## config.mk

```make
export PLATFORM = sky130hd
export DESIGN_NAME = tmcc_top
export DESIGN_NICKNAME = d
export VERILOG_FILES = /design/src/common/tmcc_pkg.sv /design/src/design/tmcc_top.sv
export VERILOG_INCLUDE_DIRS = /design/src /design/src/common
export SDC_FILE = /design/constraint.sdc
export NUM_CORES = 1
export LEC_CHECK = 0
export ABC_AREA = 1
export ABC_CLOCK_PERIOD_IN_PS = 3800
export BUFFER_PORTS_ARGS = -buffer_cell sky130_fd_sc_hd__buf_2
export CAP_MARGIN = 10
export CORE_MARGIN = 2
export CORE_UTILIZATION = 60
export DETAILED_ROUTE_END_ITERATION = 6
export PLACE_DENSITY = 0.8
export SETUP_SLACK_MARGIN = 0.3
export SLEW_MARGIN = 20
export SYNTH_ARGS = -nofsm -noshare
export SYNTH_HDL_FRONTEND = slang
export SYNTH_SLANG_ARGS = --single-unit
```

## constraint.sdc

```tcl
create_clock -name clk -period 3.8 [get_ports clk]
set_clock_uncertainty 0.15 [all_clocks]
set_input_delay 0.38 -clock clk [delete_from_list [all_inputs] [get_ports clk]]
set_output_delay 0.38 -clock clk [all_outputs]
set_load 0.01 [all_outputs]
```

## src/common/tmcc_params.svh

```systemverilog
// Register offsets, field positions, reset values and divider counts of the timer core
`ifndef TMCC_PARAMS_SVH
`define TMCC_PARAMS_SVH
`define TMCC_ADDR_W 8
`define TMCC_OFF_T0 8'h00
`define TMCC_OFF_T1 8'h10
`define TMCC_OFF_T2 8'h20
`define TMCC_OFF_CTRL0 2'h0
`define TMCC_OFF_CTRL1 2'h1
`define TMCC_OFF_COUNT 2'h2
`define TMCC_OFF_CCRA 2'h3
`define TMCC_OFF_STATUS 8'h30
`define TMCC_OFF_MASK 8'h34
`define TMCC_C0_PAUSE 7
`define TMCC_C0_CLKSEL 4
`define TMCC_C0_RUN 3
`define TMCC_C0_CCRP 0
`define TMCC_C1_MODE 6
`define TMCC_C1_EDGE 4
`define TMCC_C1_INIT 3
`define TMCC_C1_POL 2
`define TMCC_C1_DPX 1
`define TMCC_C1_CCLR 0
`define TMCC_RST_CTRL 8'h00
`define TMCC_RST_CCRA 10'h000
`define TMCC_RST_IRQ 6'h00
`define TMCC_DIV_SYS4 6'h03
`define TMCC_DIV_H16 6'h0F
`define TMCC_DIV_H64 6'h3F
`define TMCC_RESP_OKAY 2'h0
`define TMCC_RESP_SLVERR 2'h2
`endif

```

## src/common/tmcc_pkg.sv

```systemverilog
// Types and shared decode of the timer core
package tmcc_pkg;
   typedef enum logic [1:0] {
      TMCC_CMP_OUT,
      TMCC_CAPTURE,
      TMCC_PWM,
      TMCC_TIMER
   } tmcc_mode_t;

   // Capture edge decode: rise, fall, both, none
   function automatic logic tmccEdgeHit(input logic [1:0] sel, input logic rise,
                                        input logic fall);
      unique case (sel)
         2'h0: tmccEdgeHit = rise;
         2'h1: tmccEdgeHit = fall;
         2'h2: tmccEdgeHit = rise | fall;
         2'h3: tmccEdgeHit = 1'b0;
      endcase
   endfunction : tmccEdgeHit
endpackage : tmcc_pkg

```

## src/design/tmcc_top.sv

```systemverilog
// Three-timer core: two standard units, one periodic unit, AXI4-Lite registers
// Function
// - Each unit has an up counter compared against programmed comparator values.
// - Compare match raises interrupt; may clear counter and change output pin.
// - Two interrupt sources per unit: comparator A and comparator P.
// - Three-bit clock select: sys/4, sys, high/16, high/64, sub, external pin.
// - External pin edges advance the counter as time base or event counter.
// - External clock active edge selectable rising or falling.
// - Single pulse mode: external clock pin is the start trigger.
// - Capture input edge rising, falling or both via two-bit select.
// - Periodic unit also captures on its external clock pin.
// - Inverted output is always the inverse of the primary output.
// - Compare output mode: match drives output high, low or toggles.
// - PWM waveform appears on the same primary and inverted outputs.
// - Modes: timer, capture, compare output, single pulse, edge PWM.
// - Three units: two standard with indices, one periodic.
// - Second standard unit has no external clock; that select gives no ticks.
// - Run bit rising clears counter; falling holds residual value.
//
// Chosen here: the AXI4-Lite register port and the register addresses.
`timescale 1ns/1ps
`include "tmcc_params.svh"

module tmcc_unit #(
   parameter int CNT_W = 10,
   parameter bit HAS_EXT_CLK = 1'b1,
   parameter bit HAS_EXT_CAP = 1'b0
) (
   input wire logic clk,
   input wire logic rstn,
   input wire logic ce,
   input wire logic [3:0] divTick,
   input wire logic subTick,
   input wire logic [7:0] ctrl0,
   input wire logic [7:0] ctrl1,
   input wire logic [CNT_W-1:0] ccra,
   input wire logic extClkPin,
   input wire logic capPin,
   output logic [CNT_W-1:0] count,
   output logic capStrobe,
   output logic matchA,
   output logic matchP,
   output logic primOut,
   output logic invOut
);
   import tmcc_pkg::*;

   logic [2:0] extSync_q;
   logic [2:0] capSync_q;
   logic extLvl_q;
   logic capLvl_q;
   logic extRise;
   logic extFall;
   logic capRise;
   logic capFall;
   logic [CNT_W-1:0] cnt_q;
   logic [CNT_W-1:0] cnt_d;
   logic [CNT_W:0] cntInc;
   logic run_q;
   logic spAct_q;
   logic spAct_d;
   logic outLvl_q;
   logic tick;
   logic runEdge;
   logic spMode;
   logic counting;
   logic aHit;
   logic pHit;
   logic clrHit;
   logic spStart;
   logic capEv;
   logic [CNT_W-1:0] pVal;
   logic [CNT_W-1:0] dutyVal;
   tmcc_mode_t mode;
   logic [2:0] clkSel;
   logic [1:0] edgeSel;

   assign mode = tmcc_mode_t'(ctrl1[`TMCC_C1_MODE +: 2]);
   assign clkSel = ctrl0[`TMCC_C0_CLKSEL +: 3];
   assign edgeSel = ctrl1[`TMCC_C1_EDGE +: 2];

   always_ff @(posedge clk or negedge rstn) begin
      if (!rstn) begin
         extSync_q <= 3'h0;
         capSync_q <= 3'h0;
      end else if (ce) begin
         extSync_q <= {extSync_q[1:0], extClkPin};
         capSync_q <= {capSync_q[1:0], capPin};
      end
   end

   // level accepted once stages two and three agree
   always_ff @(posedge clk or negedge rstn) begin
      if (!rstn) begin
         extLvl_q <= 1'b0;
         capLvl_q <= 1'b0;
      end else if (ce) begin
         if (extSync_q[1] == extSync_q[2]) extLvl_q <= extSync_q[2];
         if (capSync_q[1] == capSync_q[2]) capLvl_q <= capSync_q[2];
      end
   end

   assign extRise = (extSync_q[1] == extSync_q[2]) && extSync_q[2] && !extLvl_q;
   assign extFall = (extSync_q[1] == extSync_q[2]) && !extSync_q[2] && extLvl_q;
   assign capRise = (capSync_q[1] == capSync_q[2]) && capSync_q[2] && !capLvl_q;
   assign capFall = (capSync_q[1] == capSync_q[2]) && !capSync_q[2] && capLvl_q;

   always_comb begin
      unique case (clkSel)
         3'h0: tick = divTick[0];
         3'h1: tick = divTick[1];
         3'h2: tick = divTick[2];
         3'h3: tick = divTick[3];
         3'h4, 3'h5: tick = subTick;
         3'h6: tick = HAS_EXT_CLK && extRise;
         // no external clock on this unit
         3'h7: tick = HAS_EXT_CLK && extFall;
      endcase
   end

   assign runEdge = ctrl0[`TMCC_C0_RUN] && !run_q;
   assign spMode = (mode == TMCC_PWM) && (edgeSel == 2'h3);
   assign counting = ctrl0[`TMCC_C0_RUN] && !ctrl0[`TMCC_C0_PAUSE] && tick
                     && (!spMode || spAct_q);
   assign cntInc = {1'b0, cnt_q} + {{CNT_W{1'b0}}, 1'b1};
   // Comparator P sees only the top three bits; zero means full wrap
   assign pVal = {ctrl0[`TMCC_C0_CCRP +: 3], {(CNT_W-3){1'b0}}};
   // compare against the value about to be reached
   assign aHit = counting && (cntInc[CNT_W-1:0] == ccra) && (mode != TMCC_CAPTURE);
   assign pHit = counting && (cntInc[CNT_W-1:0] == pVal);
   assign clrHit = (mode == TMCC_PWM) ? (ctrl1[`TMCC_C1_DPX] ? aHit : pHit)
                 : (ctrl1[`TMCC_C1_CCLR] ? aHit : pHit);
   // external clock pin starts a single pulse
   assign spStart = spMode && ctrl0[`TMCC_C0_RUN] && !spAct_q && (extRise || runEdge);
   // capture from pin, periodic unit also from clock pin
   assign capEv = ctrl0[`TMCC_C0_RUN] && (mode == TMCC_CAPTURE)
                  && (tmccEdgeHit(edgeSel, capRise, capFall)
                      || (HAS_EXT_CAP && tmccEdgeHit(edgeSel, extRise, extFall)));

   // restart on run rising, hold when stopped
   always_comb begin
      cnt_d = cnt_q;
      if (runEdge || spStart) cnt_d = '0;
      else if (counting) cnt_d = clrHit ? '0 : cntInc[CNT_W-1:0];
   end

   assign spAct_d = spStart ? 1'b1 : ((aHit || !ctrl0[`TMCC_C0_RUN]) ? 1'b0 : spAct_q);
   assign dutyVal = ctrl1[`TMCC_C1_DPX] ? pVal : ccra;

   always_ff @(posedge clk or negedge rstn) begin
      if (!rstn) begin
         cnt_q <= '0;
         run_q <= 1'b0;
         spAct_q <= 1'b0;
      end else if (ce) begin
         cnt_q <= cnt_d;
         run_q <= ctrl0[`TMCC_C0_RUN];
         spAct_q <= spAct_d;
      end
   end

   always_ff @(posedge clk or negedge rstn) begin
      if (!rstn) begin
         outLvl_q <= 1'b0;
      end else if (ce) begin
         unique case (mode)
            TMCC_CMP_OUT: begin
               if (runEdge) outLvl_q <= ctrl1[`TMCC_C1_INIT];
               // low, high or toggle on A match
               else if (aHit) begin
                  unique case (edgeSel)
                     2'h0: outLvl_q <= outLvl_q;
                     2'h1: outLvl_q <= 1'b0;
                     2'h2: outLvl_q <= 1'b1;
                     2'h3: outLvl_q <= !outLvl_q;
                  endcase
               end
            end
            TMCC_PWM: begin
               // PWM high while count below duty
               if (edgeSel == 2'h2) outLvl_q <= ctrl0[`TMCC_C0_RUN] && (cnt_d < dutyVal);
               else if (spMode) outLvl_q <= spAct_d;
               else outLvl_q <= 1'b0;
            end
            TMCC_CAPTURE, TMCC_TIMER: outLvl_q <= outLvl_q;
         endcase
      end
   end

   assign count = cnt_q;
   assign capStrobe = capEv && ce;
   // separate A and P match events
   assign matchA = (aHit || capEv) && ce;
   assign matchP = pHit && ce;
   assign primOut = outLvl_q ^ ctrl1[`TMCC_C1_POL];
   assign invOut = !primOut;
endmodule : tmcc_unit

module tmcc_top #(
   parameter int CNT_W = 10
) (
   input wire logic clk,
   input wire logic rstn,
   input wire logic ce,
   input wire logic subTick,
   input wire logic [2:0] timerExtClockPin,
   input wire logic [2:0] timerCapturePin,
   output logic [2:0] timerPrimaryOut,
   output logic [2:0] timerInvertedOut,
   output logic irq,
   input wire logic [`TMCC_ADDR_W-1:0] s_axi_awaddr,
   input wire logic s_axi_awvalid,
   output logic s_axi_awready,
   input wire logic [31:0] s_axi_wdata,
   input wire logic [3:0] s_axi_wstrb,
   input wire logic s_axi_wvalid,
   output logic s_axi_wready,
   output logic [1:0] s_axi_bresp,
   output logic s_axi_bvalid,
   input wire logic s_axi_bready,
   input wire logic [`TMCC_ADDR_W-1:0] s_axi_araddr,
   input wire logic s_axi_arvalid,
   output logic s_axi_arready,
   output logic [31:0] s_axi_rdata,
   output logic [1:0] s_axi_rresp,
   output logic s_axi_rvalid,
   input wire logic s_axi_rready
);
   import tmcc_pkg::*;

   logic [7:0] ctrl0_q [3];
   logic [7:0] ctrl1_q [3];
   logic [CNT_W-1:0] ccra_q [3];
   logic [CNT_W-1:0] count [3];
   logic [2:0] capStrobe;
   logic [2:0] matchA;
   logic [2:0] matchP;
   logic [5:0] irqSts_q;
   logic [5:0] irqMask_q;
   logic [5:0] irqSet;
   logic [5:0] irqClr;
   logic [5:0] div_q;
   logic [3:0] divTick;
   logic [`TMCC_ADDR_W-1:0] awAddr_q;
   logic [31:0] wData_q;
   logic [3:0] wStrb_q;
   logic awHeld_q;
   logic wHeld_q;
   logic doWrite;
   logic doRead;
   logic [31:0] rdVal;
   logic rdOk;
   logic wrOk;

   function automatic logic [1:0] regSel(input logic [`TMCC_ADDR_W-1:0] a);
      regSel = a[3:2];
   endfunction : regSel

   // Mapped when inside a timer window or on status/mask
   function automatic logic addrOk(input logic [`TMCC_ADDR_W-1:0] a);
      addrOk = (a[7:4] < 4'h3) || (a == `TMCC_OFF_STATUS) || (a == `TMCC_OFF_MASK);
   endfunction : addrOk

   function automatic logic [1:0] unitSel(input logic [`TMCC_ADDR_W-1:0] a);
      unitSel = a[5:4];
   endfunction : unitSel

   // Free-running prescaler shared by all units
   always_ff @(posedge clk or negedge rstn) begin
      if (!rstn) div_q <= 6'h00;
      else if (ce) div_q <= div_q + 6'h01;
   end
   assign divTick = {div_q == `TMCC_DIV_H64, div_q[3:0] == 4'(`TMCC_DIV_H16), 1'b1,
                     div_q[1:0] == 2'(`TMCC_DIV_SYS4)};

   // two standard units and one periodic unit
   for (genvar i = 0; i < 3; i++) begin : g_unit
      tmcc_unit #(
         .CNT_W(CNT_W),
         .HAS_EXT_CLK(i != 1),
         .HAS_EXT_CAP(i == 2)
      ) u_unit (
         .clk(clk),
         .rstn(rstn),
         .ce(ce),
         .divTick(divTick),
         .subTick(subTick),
         .ctrl0(ctrl0_q[i]),
         .ctrl1(ctrl1_q[i]),
         .ccra(ccra_q[i]),
         .extClkPin(timerExtClockPin[i]),
         .capPin(timerCapturePin[i]),
         .count(count[i]),
         .capStrobe(capStrobe[i]),
         .matchA(matchA[i]),
         .matchP(matchP[i]),
         .primOut(timerPrimaryOut[i]),
         .invOut(timerInvertedOut[i])
      );
      assign irqSet[2*i] = matchA[i];
      assign irqSet[2*i+1] = matchP[i];
   end

   assign s_axi_awready = !awHeld_q && !s_axi_bvalid;
   assign s_axi_wready = !wHeld_q && !s_axi_bvalid;
   assign doWrite = awHeld_q && wHeld_q && !s_axi_bvalid && ce;
   assign wrOk = addrOk(awAddr_q);

   // Address and data may arrive in either order
   always_ff @(posedge clk or negedge rstn) begin
      if (!rstn) begin
         awHeld_q <= 1'b0;
         wHeld_q <= 1'b0;
         awAddr_q <= '0;
         wData_q <= 32'h0000_0000;
         wStrb_q <= 4'h0;
         s_axi_bvalid <= 1'b0;
         s_axi_bresp <= `TMCC_RESP_OKAY;
      end else if (ce) begin
         if (s_axi_awvalid && s_axi_awready) begin
            awHeld_q <= 1'b1;
            awAddr_q <= s_axi_awaddr;
         end
         if (s_axi_wvalid && s_axi_wready) begin
            wHeld_q <= 1'b1;
            wData_q <= s_axi_wdata;
            wStrb_q <= s_axi_wstrb;
         end
         if (doWrite) begin
            awHeld_q <= 1'b0;
            wHeld_q <= 1'b0;
            s_axi_bvalid <= 1'b1;
            s_axi_bresp <= wrOk ? `TMCC_RESP_OKAY : `TMCC_RESP_SLVERR;
         end else if (s_axi_bready) begin
            s_axi_bvalid <= 1'b0;
         end
      end
   end

   // Control registers; capture beats a same-cycle software write to CCRA
   always_ff @(posedge clk or negedge rstn) begin
      if (!rstn) begin
         for (int i = 0; i < 3; i++) begin
            ctrl0_q[i] <= `TMCC_RST_CTRL;
            ctrl1_q[i] <= `TMCC_RST_CTRL;
            ccra_q[i] <= `TMCC_RST_CCRA;
         end
         irqMask_q <= `TMCC_RST_IRQ;
      end else if (ce) begin
         for (int i = 0; i < 3; i++) begin
            if (doWrite && (awAddr_q[7:4] == 4'(i))) begin
               unique case (regSel(awAddr_q))
                  `TMCC_OFF_CTRL0: if (wStrb_q[0]) ctrl0_q[i] <= wData_q[7:0];
                  `TMCC_OFF_CTRL1: if (wStrb_q[0]) ctrl1_q[i] <= wData_q[7:0];
                  `TMCC_OFF_COUNT: ctrl0_q[i] <= ctrl0_q[i];
                  `TMCC_OFF_CCRA: begin
                     if (wStrb_q[0]) ccra_q[i][7:0] <= wData_q[7:0];
                     if (wStrb_q[1]) ccra_q[i][CNT_W-1:8] <= wData_q[CNT_W-1:8];
                  end
               endcase
            end
            if (capStrobe[i]) ccra_q[i] <= count[i];
         end
         if (doWrite && (awAddr_q == `TMCC_OFF_MASK) && wStrb_q[0]) irqMask_q <= wData_q[5:0];
      end
   end

   assign s_axi_arready = !s_axi_rvalid;
   assign doRead = s_axi_arvalid && s_axi_arready && ce;
   assign irqClr = (doRead && (s_axi_araddr == `TMCC_OFF_STATUS)) ? 6'h3F : 6'h00;

   // Read clears status; a new event in the same cycle survives
   always_ff @(posedge clk or negedge rstn) begin
      if (!rstn) irqSts_q <= `TMCC_RST_IRQ;
      else if (ce) irqSts_q <= (irqSts_q & ~irqClr) | irqSet;
   end
   assign irq = |(irqSts_q & irqMask_q);

   always_comb begin
      rdVal = 32'h0000_0000;
      rdOk = addrOk(s_axi_araddr);
      if (s_axi_araddr == `TMCC_OFF_STATUS) rdVal[5:0] = irqSts_q;
      else if (s_axi_araddr == `TMCC_OFF_MASK) rdVal[5:0] = irqMask_q;
      else if (rdOk) begin
         unique case (regSel(s_axi_araddr))
            `TMCC_OFF_CTRL0: rdVal[7:0] = ctrl0_q[unitSel(s_axi_araddr)];
            `TMCC_OFF_CTRL1: rdVal[7:0] = ctrl1_q[unitSel(s_axi_araddr)];
            `TMCC_OFF_COUNT: rdVal[CNT_W-1:0] = count[unitSel(s_axi_araddr)];
            `TMCC_OFF_CCRA: rdVal[CNT_W-1:0] = ccra_q[unitSel(s_axi_araddr)];
         endcase
      end
   end

   always_ff @(posedge clk or negedge rstn) begin
      if (!rstn) begin
         s_axi_rvalid <= 1'b0;
         s_axi_rdata <= 32'h0000_0000;
         s_axi_rresp <= `TMCC_RESP_OKAY;
      end else if (ce) begin
         if (doRead) begin
            s_axi_rvalid <= 1'b1;
            s_axi_rdata <= rdVal;
            s_axi_rresp <= rdOk ? `TMCC_RESP_OKAY : `TMCC_RESP_SLVERR;
         end else if (s_axi_rready) begin
            s_axi_rvalid <= 1'b0;
         end
      end
   end
endmodule : tmcc_top

```

==> results summary, run 1 <==
The run finished, with violations left. The final reports fail on DRC. The half-perimeter wire length of the detailed placement result came out at 29,930 um.

The maximum ir drop on the vdd rail came out at 0.3908 mV. Yosys mapped the design onto 48 distinct sky130hd cell types. The leftover overflow at the end of global routing is 0. For this block, the routed nets add up to 41,790 um of wire. The synthesized design spends more area on one cell type than any other, namely sky130_fd_sc_hd__dfrtp_1.

The number of H-tree levels is 4. The initial utilization of the core area, before any placement, comes to 0.6115. The routed layout has 13,050 vias.

The Yosys step of the flow raised 0 warnings. The count of buffers added on input and output ports is 66. The max-capacitance violation count came out at 0.

Setup violations remaining at the end of the flow were counted as 0. Sorting the synthesized cells by area gives the leading types as sky130_fd_sc_hd__dfrtp_1 39%, sky130_fd_sc_hd__nand2_1 17%, sky130_fd_sc_hd__o21ai_0 8.1%, sky130_fd_sc_hd__inv_1 6.1%, sky130_fd_sc_hd__nand3_1 4.6%. In this run, synthesis inferred 0 flip-flops with an integrated enable. The worst relative slew slack came out at 0.3977. In this run the horizontal extent of the chip is 147.8 um. The slew at the pin closest to its max-slew limit is 0.9024 ns. The worst setup margin is 0.2238 ns. The root buffer cell chosen for the clock tree is sky130_fd_sc_hd__clkbuf_16.

TritonCTS built the clock tree. The top cell type's share of synthesized area came out at 0.3931. The portion of the post-synthesis area used by sequential elements came out at 0.3931. The core occupancy in the finished layout came out at 0.7396. The remaining antenna violation count after routing came out at 0.

The path class of the tightest hold or removal check is primary input to flip-flop. The max-slew violation total from the final report came out at 0. Using the TritonRoute via totals, the vias-per-cell ratio works out to 5.924. The worst hold slack after final layout is 0.02009 ns.

The combined area of the multi-input logic cells is 0.006938 mm2. The cell area after synthesis is 0.01241 mm2. The cell count after synthesis is 1,759. The register clock-pin slew on the reported worst setup and hold paths came out at 0.09 ns.

The register area came out at 0.004896 mm2. The number of non-filler instances in the completed layout is 2,203. The detailed-route wire length per cell is 18.97 um. After routing, the total negative slack on setup checks comes to 0 ns. The cell area after layout is 0.01501 mm2. The number of antenna violations at the first check in global routing came out at 0. 115 I/O pins were placed. For this block, the initial DRC count from the detailed router was 1,475.

The post-synthesis sequential element count is 195. The critical path in this run is classified as flip-flop to flip-flop. The number of standard-cell rows in the floorplan is 52. The layout-stage area growth over the synthesis result came out at 20.95%. In this run, CTS created clock tree buffers numbering 17.

The worst setup path is captured at a flip-flop. The diode insertion count for antenna repair is 0. The later-pin clock latency in the skew report came out at 0.46 ns. The static leakage came out at 7.112 nW. The count of final hold-check violations came out at 0. Once placement finished, the instance area stood at 0.01335 mm2. The total power per unit cell area is 491.2 mW/mm2.

Setup repair after global routing could not meet its margin everywhere. Setup slack on the worst reg-to-reg path comes out at 0.22 ns. The final layout net count came out at 2,032. The maximum fanout encountered on the critical timing path came out at 5.

The proportion of layout cells with a drive suffix above 1 came out at 0.1774. The completed layout was analyzed and its total power is 7.374 mW. In this run the vertical extent of the chip is 147.8 um. Before CTS, the worst setup slack after placement is -0.08075 ns. The maximum number of pins on one net before global-route repair is 86.

The global-route wire length before repair is 65,070 um. The area of the core region came out at 0.02030 mm2. CTS saw 195 sinks.

Fill cells in the final layout number 1,600. The buffer levels on the longest clock path came out at 2. The share of flip-flops with an asynchronous set or reset after synthesis is 1.000. The maximum clock rate is 279.6 MHz. The final weighted congestion of routability-driven global placement came out at 1.018.

The number of cells in the design after placement is 2,114. The post-layout minimum cycle time is 3.576 ns. The area of the die is 0.02186 mm2. Dividing the final minimum period by the clock period gives 0.9411. The startpoint class of the critical path is a flip-flop. Averaged over all synthesized cells, the footprint is 7.057 um2.

The via count of the first global-routing pass came out at 12,170. For this run, design rule violations remaining after detail routing come to 17. The signal arrival time at the worst endpoint is 3.82 ns. At the worst endpoint, the required time is 4.04 ns. In the global route stage, overall resource usage came out at 0.3837. The length of the first detailed-routing pass in iterations is 7. For this run, the leading register cell type out of synthesis is sky130_fd_sc_hd__dfrtp_1.
[cells in the final DEF (no fill, tap or decap), types with 7 or more instances in the layout]
cell type	count
sky130_fd_sc_hd__dlygate4sd3_1	23
sky130_fd_sc_hd__xor2_1	8
sky130_fd_sc_hd__o211ai_1	8
sky130_fd_sc_hd__nand3_1	100
sky130_fd_sc_hd__nand2_1	538
sky130_fd_sc_hd__clkbuf_16	17
sky130_fd_sc_hd__o21ai_0	197
sky130_fd_sc_hd__buf_2	64
sky130_fd_sc_hd__a21oi_2	13
sky130_fd_sc_hd__ha_1	32
sky130_fd_sc_hd__o221ai_1	31
sky130_fd_sc_hd__dfrtp_2	13
sky130_fd_sc_hd__nor3_1	10
sky130_fd_sc_hd__nand2_2	29
sky130_fd_sc_hd__o22ai_1	20
sky130_fd_sc_hd__nand3_2	12
sky130_fd_sc_hd__buf_4	104
sky130_fd_sc_hd__nor2_4	10
sky130_fd_sc_hd__conb_1	24
sky130_fd_sc_hd__nor2_2	9
sky130_fd_sc_hd__ha_4	10
sky130_fd_sc_hd__dfrtp_1	182
sky130_fd_sc_hd__nand4_1	14
sky130_fd_sc_hd__a21oi_1	63
sky130_fd_sc_hd__nor2_1	92
sky130_fd_sc_hd__inv_1	196
sky130_fd_sc_hd__inv_2	7
[cell usage after synthesis (3+ instances only)]
cell type                   number
sky130_fd_sc_hd__nand2_1       563
sky130_fd_sc_hd__inv_1         202
sky130_fd_sc_hd__o21ai_0       200
sky130_fd_sc_hd__dfrtp_1       195
sky130_fd_sc_hd__nand3_1       113
sky130_fd_sc_hd__nor2_1        104
sky130_fd_sc_hd__a21oi_1        75
sky130_fd_sc_hd__ha_1           45
sky130_fd_sc_hd__clkbuf_1       44
sky130_fd_sc_hd__o221ai_1       31
sky130_fd_sc_hd__buf_4          30
sky130_fd_sc_hd__o22ai_1        20
sky130_fd_sc_hd__nand4_1        14
sky130_fd_sc_hd__nor3_1         14
sky130_fd_sc_hd__xor2_1          9
sky130_fd_sc_hd__o211ai_1        8
sky130_fd_sc_hd__nand2_2         7
sky130_fd_sc_hd__a31oi_1         6
sky130_fd_sc_hd__a211oi_1        5
sky130_fd_sc_hd__a22oi_1         5
sky130_fd_sc_hd__nor4_1          5
sky130_fd_sc_hd__o21bai_1        5
sky130_fd_sc_hd__xnor2_1         5
sky130_fd_sc_hd__buf_1           4
sky130_fd_sc_hd__nor2_4          4
sky130_fd_sc_hd__o31ai_1         4
sky130_fd_sc_hd__a2111oi_0       3
sky130_fd_sc_hd__a21oi_2         3
sky130_fd_sc_hd__a221oi_1        3
sky130_fd_sc_hd__a22o_1          3
sky130_fd_sc_hd__inv_2           3
sky130_fd_sc_hd__nor2_2          3
sky130_fd_sc_hd__o21ai_1         3
sky130_fd_sc_hd__or2_2           3
[kinds of logic (layout without fill, tap and decap cells)]
| kind of cell | after synthesis | count (layout) | share of synthesized area |
|---|---|---|---|
| AOI/OAI and AO/OA | 381 | 381 | 0.1768 |
| xor gates and xnor gates | 16 | 16 | 0.01300 |
| adders and majority gates | 45 | 45 | 0.04536 |
| buffers and inverters | 287 | 438 | 0.09606 |
| DFF | 195 | 195 | 0.3931 |
| other | 1 | 24 | 0.0003021 |
| and+or+nand+nor | 834 | 834 | 0.2754 |
[area by class of cell]
class | count | share of cell area
clock buffers | 17 | 0.02834
clock inverters | 15 | 0.01308
inverters | 207 | 0.05242
multi-input cells | 1300 | 0.4621
flip-flops and latches | 195 | 0.3261
well taps | 270 | 0.02250
repair buffers | 199 | 0.09542
[layer usage]
layer | share of wire | track usage | wire length (um)
met1 | 0.41 | 0.5392 | 17010
met2 | 0.44 | 0.5870 | 18360
met3 | 0.12 | 0.08179 | 4839
met4 | 0.038 | 0.1462 | 1581
met5 | 0 | 0 | 0
[path summary, 6_finish.rpt]
path	end	cells past startpoint	start
max	g_unit[0].u_unit.outLvl_q	22	g_unit[0].u_unit.count[0]
min	wData_q[6]	3	s_axi_wdata[6]
max reg2reg	g_unit[0].u_unit.outLvl_q	22	g_unit[0].u_unit.count[0]
min reg2reg	g_unit[0].u_unit.capSync_q[0]	2	g_unit[0].u_unit.capSync_q[0]
max in group asynchronous	g_unit[2].u_unit.count[0]	3	rstn
min in group asynchronous	g_unit[1].u_unit.capSync_q[0]	2	rstn
[power by group]
part           switching, mW  internal, mW
Clock                   1.01         0.910
Sequential             0.439          2.47
Combinational           1.65         0.895
Total                   3.10          4.27
[repair_timing]
action,4_1_cts,5_1_grt
endpoints found under the hold margin,86,0
hold buffers,23,0
pin swaps,14,48
buffers inserted,21,13
setup endpoints to repair,3,4
resized for setup,49,94
[state kept, by name (all words and copies together) (netlist names), 2 cells and up]
signal,cells
g_unit.u_unit.run_q,3
awAddr_q,8
irqMask_q,6
g_unit.u_unit.capSync_q,9
wStrb_q,2
ctrl1_q,24
s_axi_rdata,10
wData_q,10
g_unit.u_unit.extSync_q,9
g_unit.u_unit.extLvl_q,3
irqSts_q,6
div_q,6
ctrl0_q,24
g_unit.u_unit.capLvl_q,3
g_unit.u_unit.spAct_q,3
g_unit.u_unit.count,30
g_unit.u_unit.outLvl_q,3
ccra_q,30
[critical path, cell delays in order, from the launching register on]
cell and delay [ns]:
sky130_fd_sc_hd__dfrtp_2 0.48, sky130_fd_sc_hd__nand3_2 0.16, sky130_fd_sc_hd__o21bai_1 0.34, sky130_fd_sc_hd__nand3_1 0.12, sky130_fd_sc_hd__nand2_1 0.11, sky130_fd_sc_hd__nand3_1 0.08
sky130_fd_sc_hd__nor2_1 0.15, sky130_fd_sc_hd__nand3_2 0.11, sky130_fd_sc_hd__nand2_1 0.10, sky130_fd_sc_hd__nand2_2 0.07, sky130_fd_sc_hd__nand2_2 0.07, sky130_fd_sc_hd__inv_2 0.06
sky130_fd_sc_hd__buf_4 0.13, sky130_fd_sc_hd__nand2_1 0.06, sky130_fd_sc_hd__a21oi_2 0.06, sky130_fd_sc_hd__ha_2 0.23, sky130_fd_sc_hd__a2111oi_4 0.35, sky130_fd_sc_hd__o211ai_1 0.13
sky130_fd_sc_hd__a21oi_1 0.13, sky130_fd_sc_hd__nand2_1 0.12, sky130_fd_sc_hd__nand2_2 0.10, sky130_fd_sc_hd__nand2_2 0.05, sky130_fd_sc_hd__a21oi_2 0.13
No activity file was read; power rests on OpenSTA's default activity.
==> run 2: changes to the inputs <==
--- a/config.mk
+++ b/config.mk
@@ -11,11 +11,12 @@
 export BUFFER_PORTS_ARGS = -buffer_cell sky130_fd_sc_hd__buf_2
 export CAP_MARGIN = 10
 export CORE_MARGIN = 2
-export CORE_UTILIZATION = 60
+export CORE_UTILIZATION = 61
 export DETAILED_ROUTE_END_ITERATION = 6
-export PLACE_DENSITY = 0.8
+export PLACE_DENSITY_LB_ADDON = 0.08
 export SETUP_SLACK_MARGIN = 0.3
 export SLEW_MARGIN = 20
 export SYNTH_ARGS = -nofsm -noshare
 export SYNTH_HDL_FRONTEND = slang
+export SYNTH_HIERARCHICAL = 1
 export SYNTH_SLANG_ARGS = --single-unit
==> results summary, run 2 <==
The flow ran to the end, and the final reports show no timing, DRC or antenna violations. The kind of cell with the highest combined delay along the critical path is simple AND/OR/NAND/NOR gates. The pre-CTS setup slack came out at -0.1913 ns. The count of warnings emitted by yosys is 6. The via count of the first global-routing pass is 12,820. The portion of the post-synthesis area used by sequential elements is 0.3658. The sum of internal, switching and leakage power is 7.800 mW. After detailed routing, the average wire length per cell comes to 17.65 um.

The number of cells on the worst reg-to-reg path is 27. By area the synthesized netlist is led by sky130_fd_sc_hd__dfrtp_1 37%, sky130_fd_sc_hd__nand2_1 19%, sky130_fd_sc_hd__o21ai_0 6.5%, sky130_fd_sc_hd__nand3_1 6.2%, sky130_fd_sc_hd__inv_1 5.9%. After legalization and detailed placement, the total HPWL measured 30,270 um. For this run, the top clock speed supported by timing is 272.5 MHz. The most area-hungry cell type in the Yosys netlist is sky130_fd_sc_hd__dfrtp_1. Clock tree synthesis selected as its root buffer the cell sky130_fd_sc_hd__clkbuf_16. The worst relative slew slack came out at 0.5110. The maximum ir drop on the vdd rail came out at 0.3615 mV. The core occupancy in the finished layout came out at 0.7160. The area of the core region came out at 0.02162 mm2. The buffer levels on the longest clock path came out at 2. The H-tree was split into 4 levels. The total power per unit cell area is 503.9 mW/mm2. The number of synthesized flops with an enable pin is 0.

The post-synthesis sequential element count came out at 195. The cell depth of the worst setup path is 27. For this design, the slowest cell found on the critical path is sky130_fd_sc_hd__or4_4. STA classifies the critical path endpoint as a flip-flop. The endpoint identified for the worst register-to-register timing path is g_unit[1].u_unit/outLvl_q.

The number of sinks on the clock net came out at 195. Clock tree synthesis inserted a total of 17 buffers. The number of different library cells used by synthesis comes to 52.

The most crowded layer after global routing is met2. The tightest min-delay check is of the primary input to flip-flop type. The detailed-route vias per instance came out at 5.712. In this design, the stage delay of the slowest critical-path cell is 0.50 ns. The met1 usage in global routing is 0.4766.

The cell with the most instances on the worst path is sky130_fd_sc_hd__nand2_1. The final layout contains routed wiring with a total length of 42,270 um. TritonCTS built the clock tree. The area growth from synthesis to layout is 16.04%. The number of DRC markers in iteration 0 is 1,463. The routed layout has 13,680 vias. The class of the most critical setup path is flip-flop to flip-flop. The global-route wire length before repair is 66,540 um. The proportion of layout cells with a drive suffix above 1 came out at 0.1594. The number of buffer cells added on primary ports is 66. The register area came out at 0.004887 mm2.

At the pin with the least slew margin, the transition time is 0.7326 ns. Yosys instantiated no cell more often than sky130_fd_sc_hd__nand2_1. The number of cells in the design after placement is 2,319. Leaving out fill and tap cells, the most frequent cell in the layout is sky130_fd_sc_hd__nand2_1. The share of synthesized area in the top cell type comes to 0.3658. The first detailed-routing pass took 6 iterations.

In this run the critical register-to-register path is launched from div_q[0]. The number of non-filler instances in the completed layout came out at 2,394. The most critical setup path has its endpoint at g_unit[1].u_unit/outLvl_q. The number of antenna violations at the first check in global routing is 0. The number of setup violations in the final report came out at 0.

The maximum number of pins on one net before global-route repair is 69. The max-capacitance violation count came out at 0. The cell area after synthesis is 0.01334 mm2. The library cells used most frequently in the layout, excluding fill and tap cells, are 666 x sky130_fd_sc_hd__nand2_1, 207 x sky130_fd_sc_hd__inv_1, 189 x sky130_fd_sc_hd__dfrtp_1. For this run, design rule violations remaining after detail routing come to 0.

Counting every instance in the synthesized netlist gives 1,972. For this run, the total global-route usage over all layers was measured as 0.3600. The count of final hold-check violations is 0.

The initial cell density of the core is 0.6170. The number of standard-cell rows in the floorplan came out at 54. The leftover overflow at the end of global routing came out at 0.

The average cell area after synthesis came out at 6.765 um2. Across all register-to-register paths, the minimum setup slack is 0.13 ns. The later-pin clock latency in the skew report came out at 0.45 ns. The signal arrival time at the worst endpoint is 3.89 ns. The share of flip-flops with an asynchronous set or reset after synthesis came out at 1.000. In this run the worst path has a maximum fanout of 6.

The y dimension of the die is 151.9 um. After synthesis, the most frequently instantiated cells are 679 x sky130_fd_sc_hd__nand2_1, 211 x sky130_fd_sc_hd__inv_1, 195 x sky130_fd_sc_hd__dfrtp_1, 173 x sky130_fd_sc_hd__o21ai_0, 166 x sky130_fd_sc_hd__nand3_1. 0 antenna diodes ended up in the layout. Setup repair after global routing could not meet its margin everywhere.

The remaining antenna violation count after routing came out at 0. In this run the worst setup path begins at div_q[0]. The worst setup margin came out at 0.1296 ns. The buffer and inverter count on the worst path came out at 4. The final critical-path share of the clock period is 0.9659. The layout filler cell count came out at 1,811. The met3 usage is 0.04735. The die covers 0.02307 mm2. The static leakage is 7.493 nW. Pin placement for this block handled 115 I/O pins. The register clock-pin slew on the reported worst setup and hold paths is 0.08 ns. The met2 demand-to-capacity share in global routing came out at 0.6030. The die span in x is 151.9 um. The final layout net count is 2,213. The most used flip-flop cell after synthesis is sky130_fd_sc_hd__dfrtp_1. The combined area of the multi-input logic cells is 0.007572 mm2. Routability-driven placement finished with a final weighted congestion of 0.9697.

The startpoint class of the critical path is a flip-flop. The worst path in the final design needs a cycle of 3.670 ns, including I/O delays and setup. The required time of the critical path came out at 4.02 ns. The max-slew violation total from the final report came out at 0.
[run 2: cell types whose count changed in the layout (fill, tap and decap cells not counted), sizes merged, moves of 10 or more]
cell / delta
inv: +23
nand3: +61
o221ai: -30
nand4: +15
o21ai: +10
o22ai: -18
nor2: +20
buf: -24
nand2: +133
[run 2: kinds of logic after synthesis]
group	count (synthesis)	synth area share
other	2	0.0005630
buffers and inverters	317	0.1008
adder cells (fa/ha/maj)	45	0.04221
XOR/XNOR	22	0.01444
AND/OR/NAND/NOR	1066	0.3428
AO/OA/AOI/OAI	319	0.1289
multiplexers	6	0.004502
flip-flops	195	0.3658
[run 2: routing by layer]
metal	part of all wire	wire [um]
met3	0.072	3049
met2	0.47	20010
met1	0.41	17360
met5	0	0
met4	0.044	1847
[run 2: how the worst min path moves through the flow]
stage | startpoint | endpoint | cells after the start | slack [ns]
after floorplan | rstn | awAddr_q[0] | 0 | -0.07
after global placement | rstn | g_unit[1].u_unit/count[4] | 1 | 0.26
after detailed placement | rstn | g_unit[1].u_unit/count[4] | 1 | 0.26
after CTS | s_axi_awaddr[3] | awAddr_q[3] | 3 | 0.009
after global routing | s_axi_wdata[0] | wData_q[0] | 3 | 0.02
final | s_axi_awaddr[3] | awAddr_q[3] | 3 | 0.02
[run 2: final cells by class]
| cell class | instances | area share |
|---|---|---|
| clock buffer | 17 | 0.02748 |
| clock inverter | 15 | 0.009780 |
| inverter | 228 | 0.05561 |
| multi-input combinational | 1486 | 0.4892 |
| sequential | 195 | 0.3157 |
| tap | 280 | 0.02263 |
| timing repair buffer | 173 | 0.07962 |
[run 2: worst reg2reg max path: cells and delay by family (launching register included)]
| kind | cells | cell delay [ns] |
|---|---|---|
| adders and majority gates | 2 | 0.48 |
| DFF | 1 | 0.41 |
| buffers and inverters | 4 | 0.40 |
| AOI/OAI and AO/OA | 4 | 0.38 |
| and+or+nand+nor | 17 | 1.78 |
[run 2: repair_timing]
item                       CTS  global route
setup buffers                9            12
setup endpoints to repair    3             3
gates resized for setup     28            68
pin swaps                   24            56
gates cloned                 0             1
hold buffers                21             0
hold endpoints to repair    85             0
[run 2: where the power goes]
part | switching (mW) | internal [mW] | total (mW)
combinational | 1.94 | 1.08 | 3.02
sequential | 0.465 | 2.48 | 2.95
clock | 0.947 | 0.885 | 1.83
[run 2: per-stage QoR]
stage                     instance area, um2  setup TNS, ns  hold slack, ns
final                                  15480              0         0.01520
after global routing                   15480       -0.08540         0.01760
after CTS                              15080              0        0.008940
after detailed placement               14140        -0.1913          0.2574
after global placement                 14140       -0.07195          0.2597
after floorplan                        13430              0        -0.06559
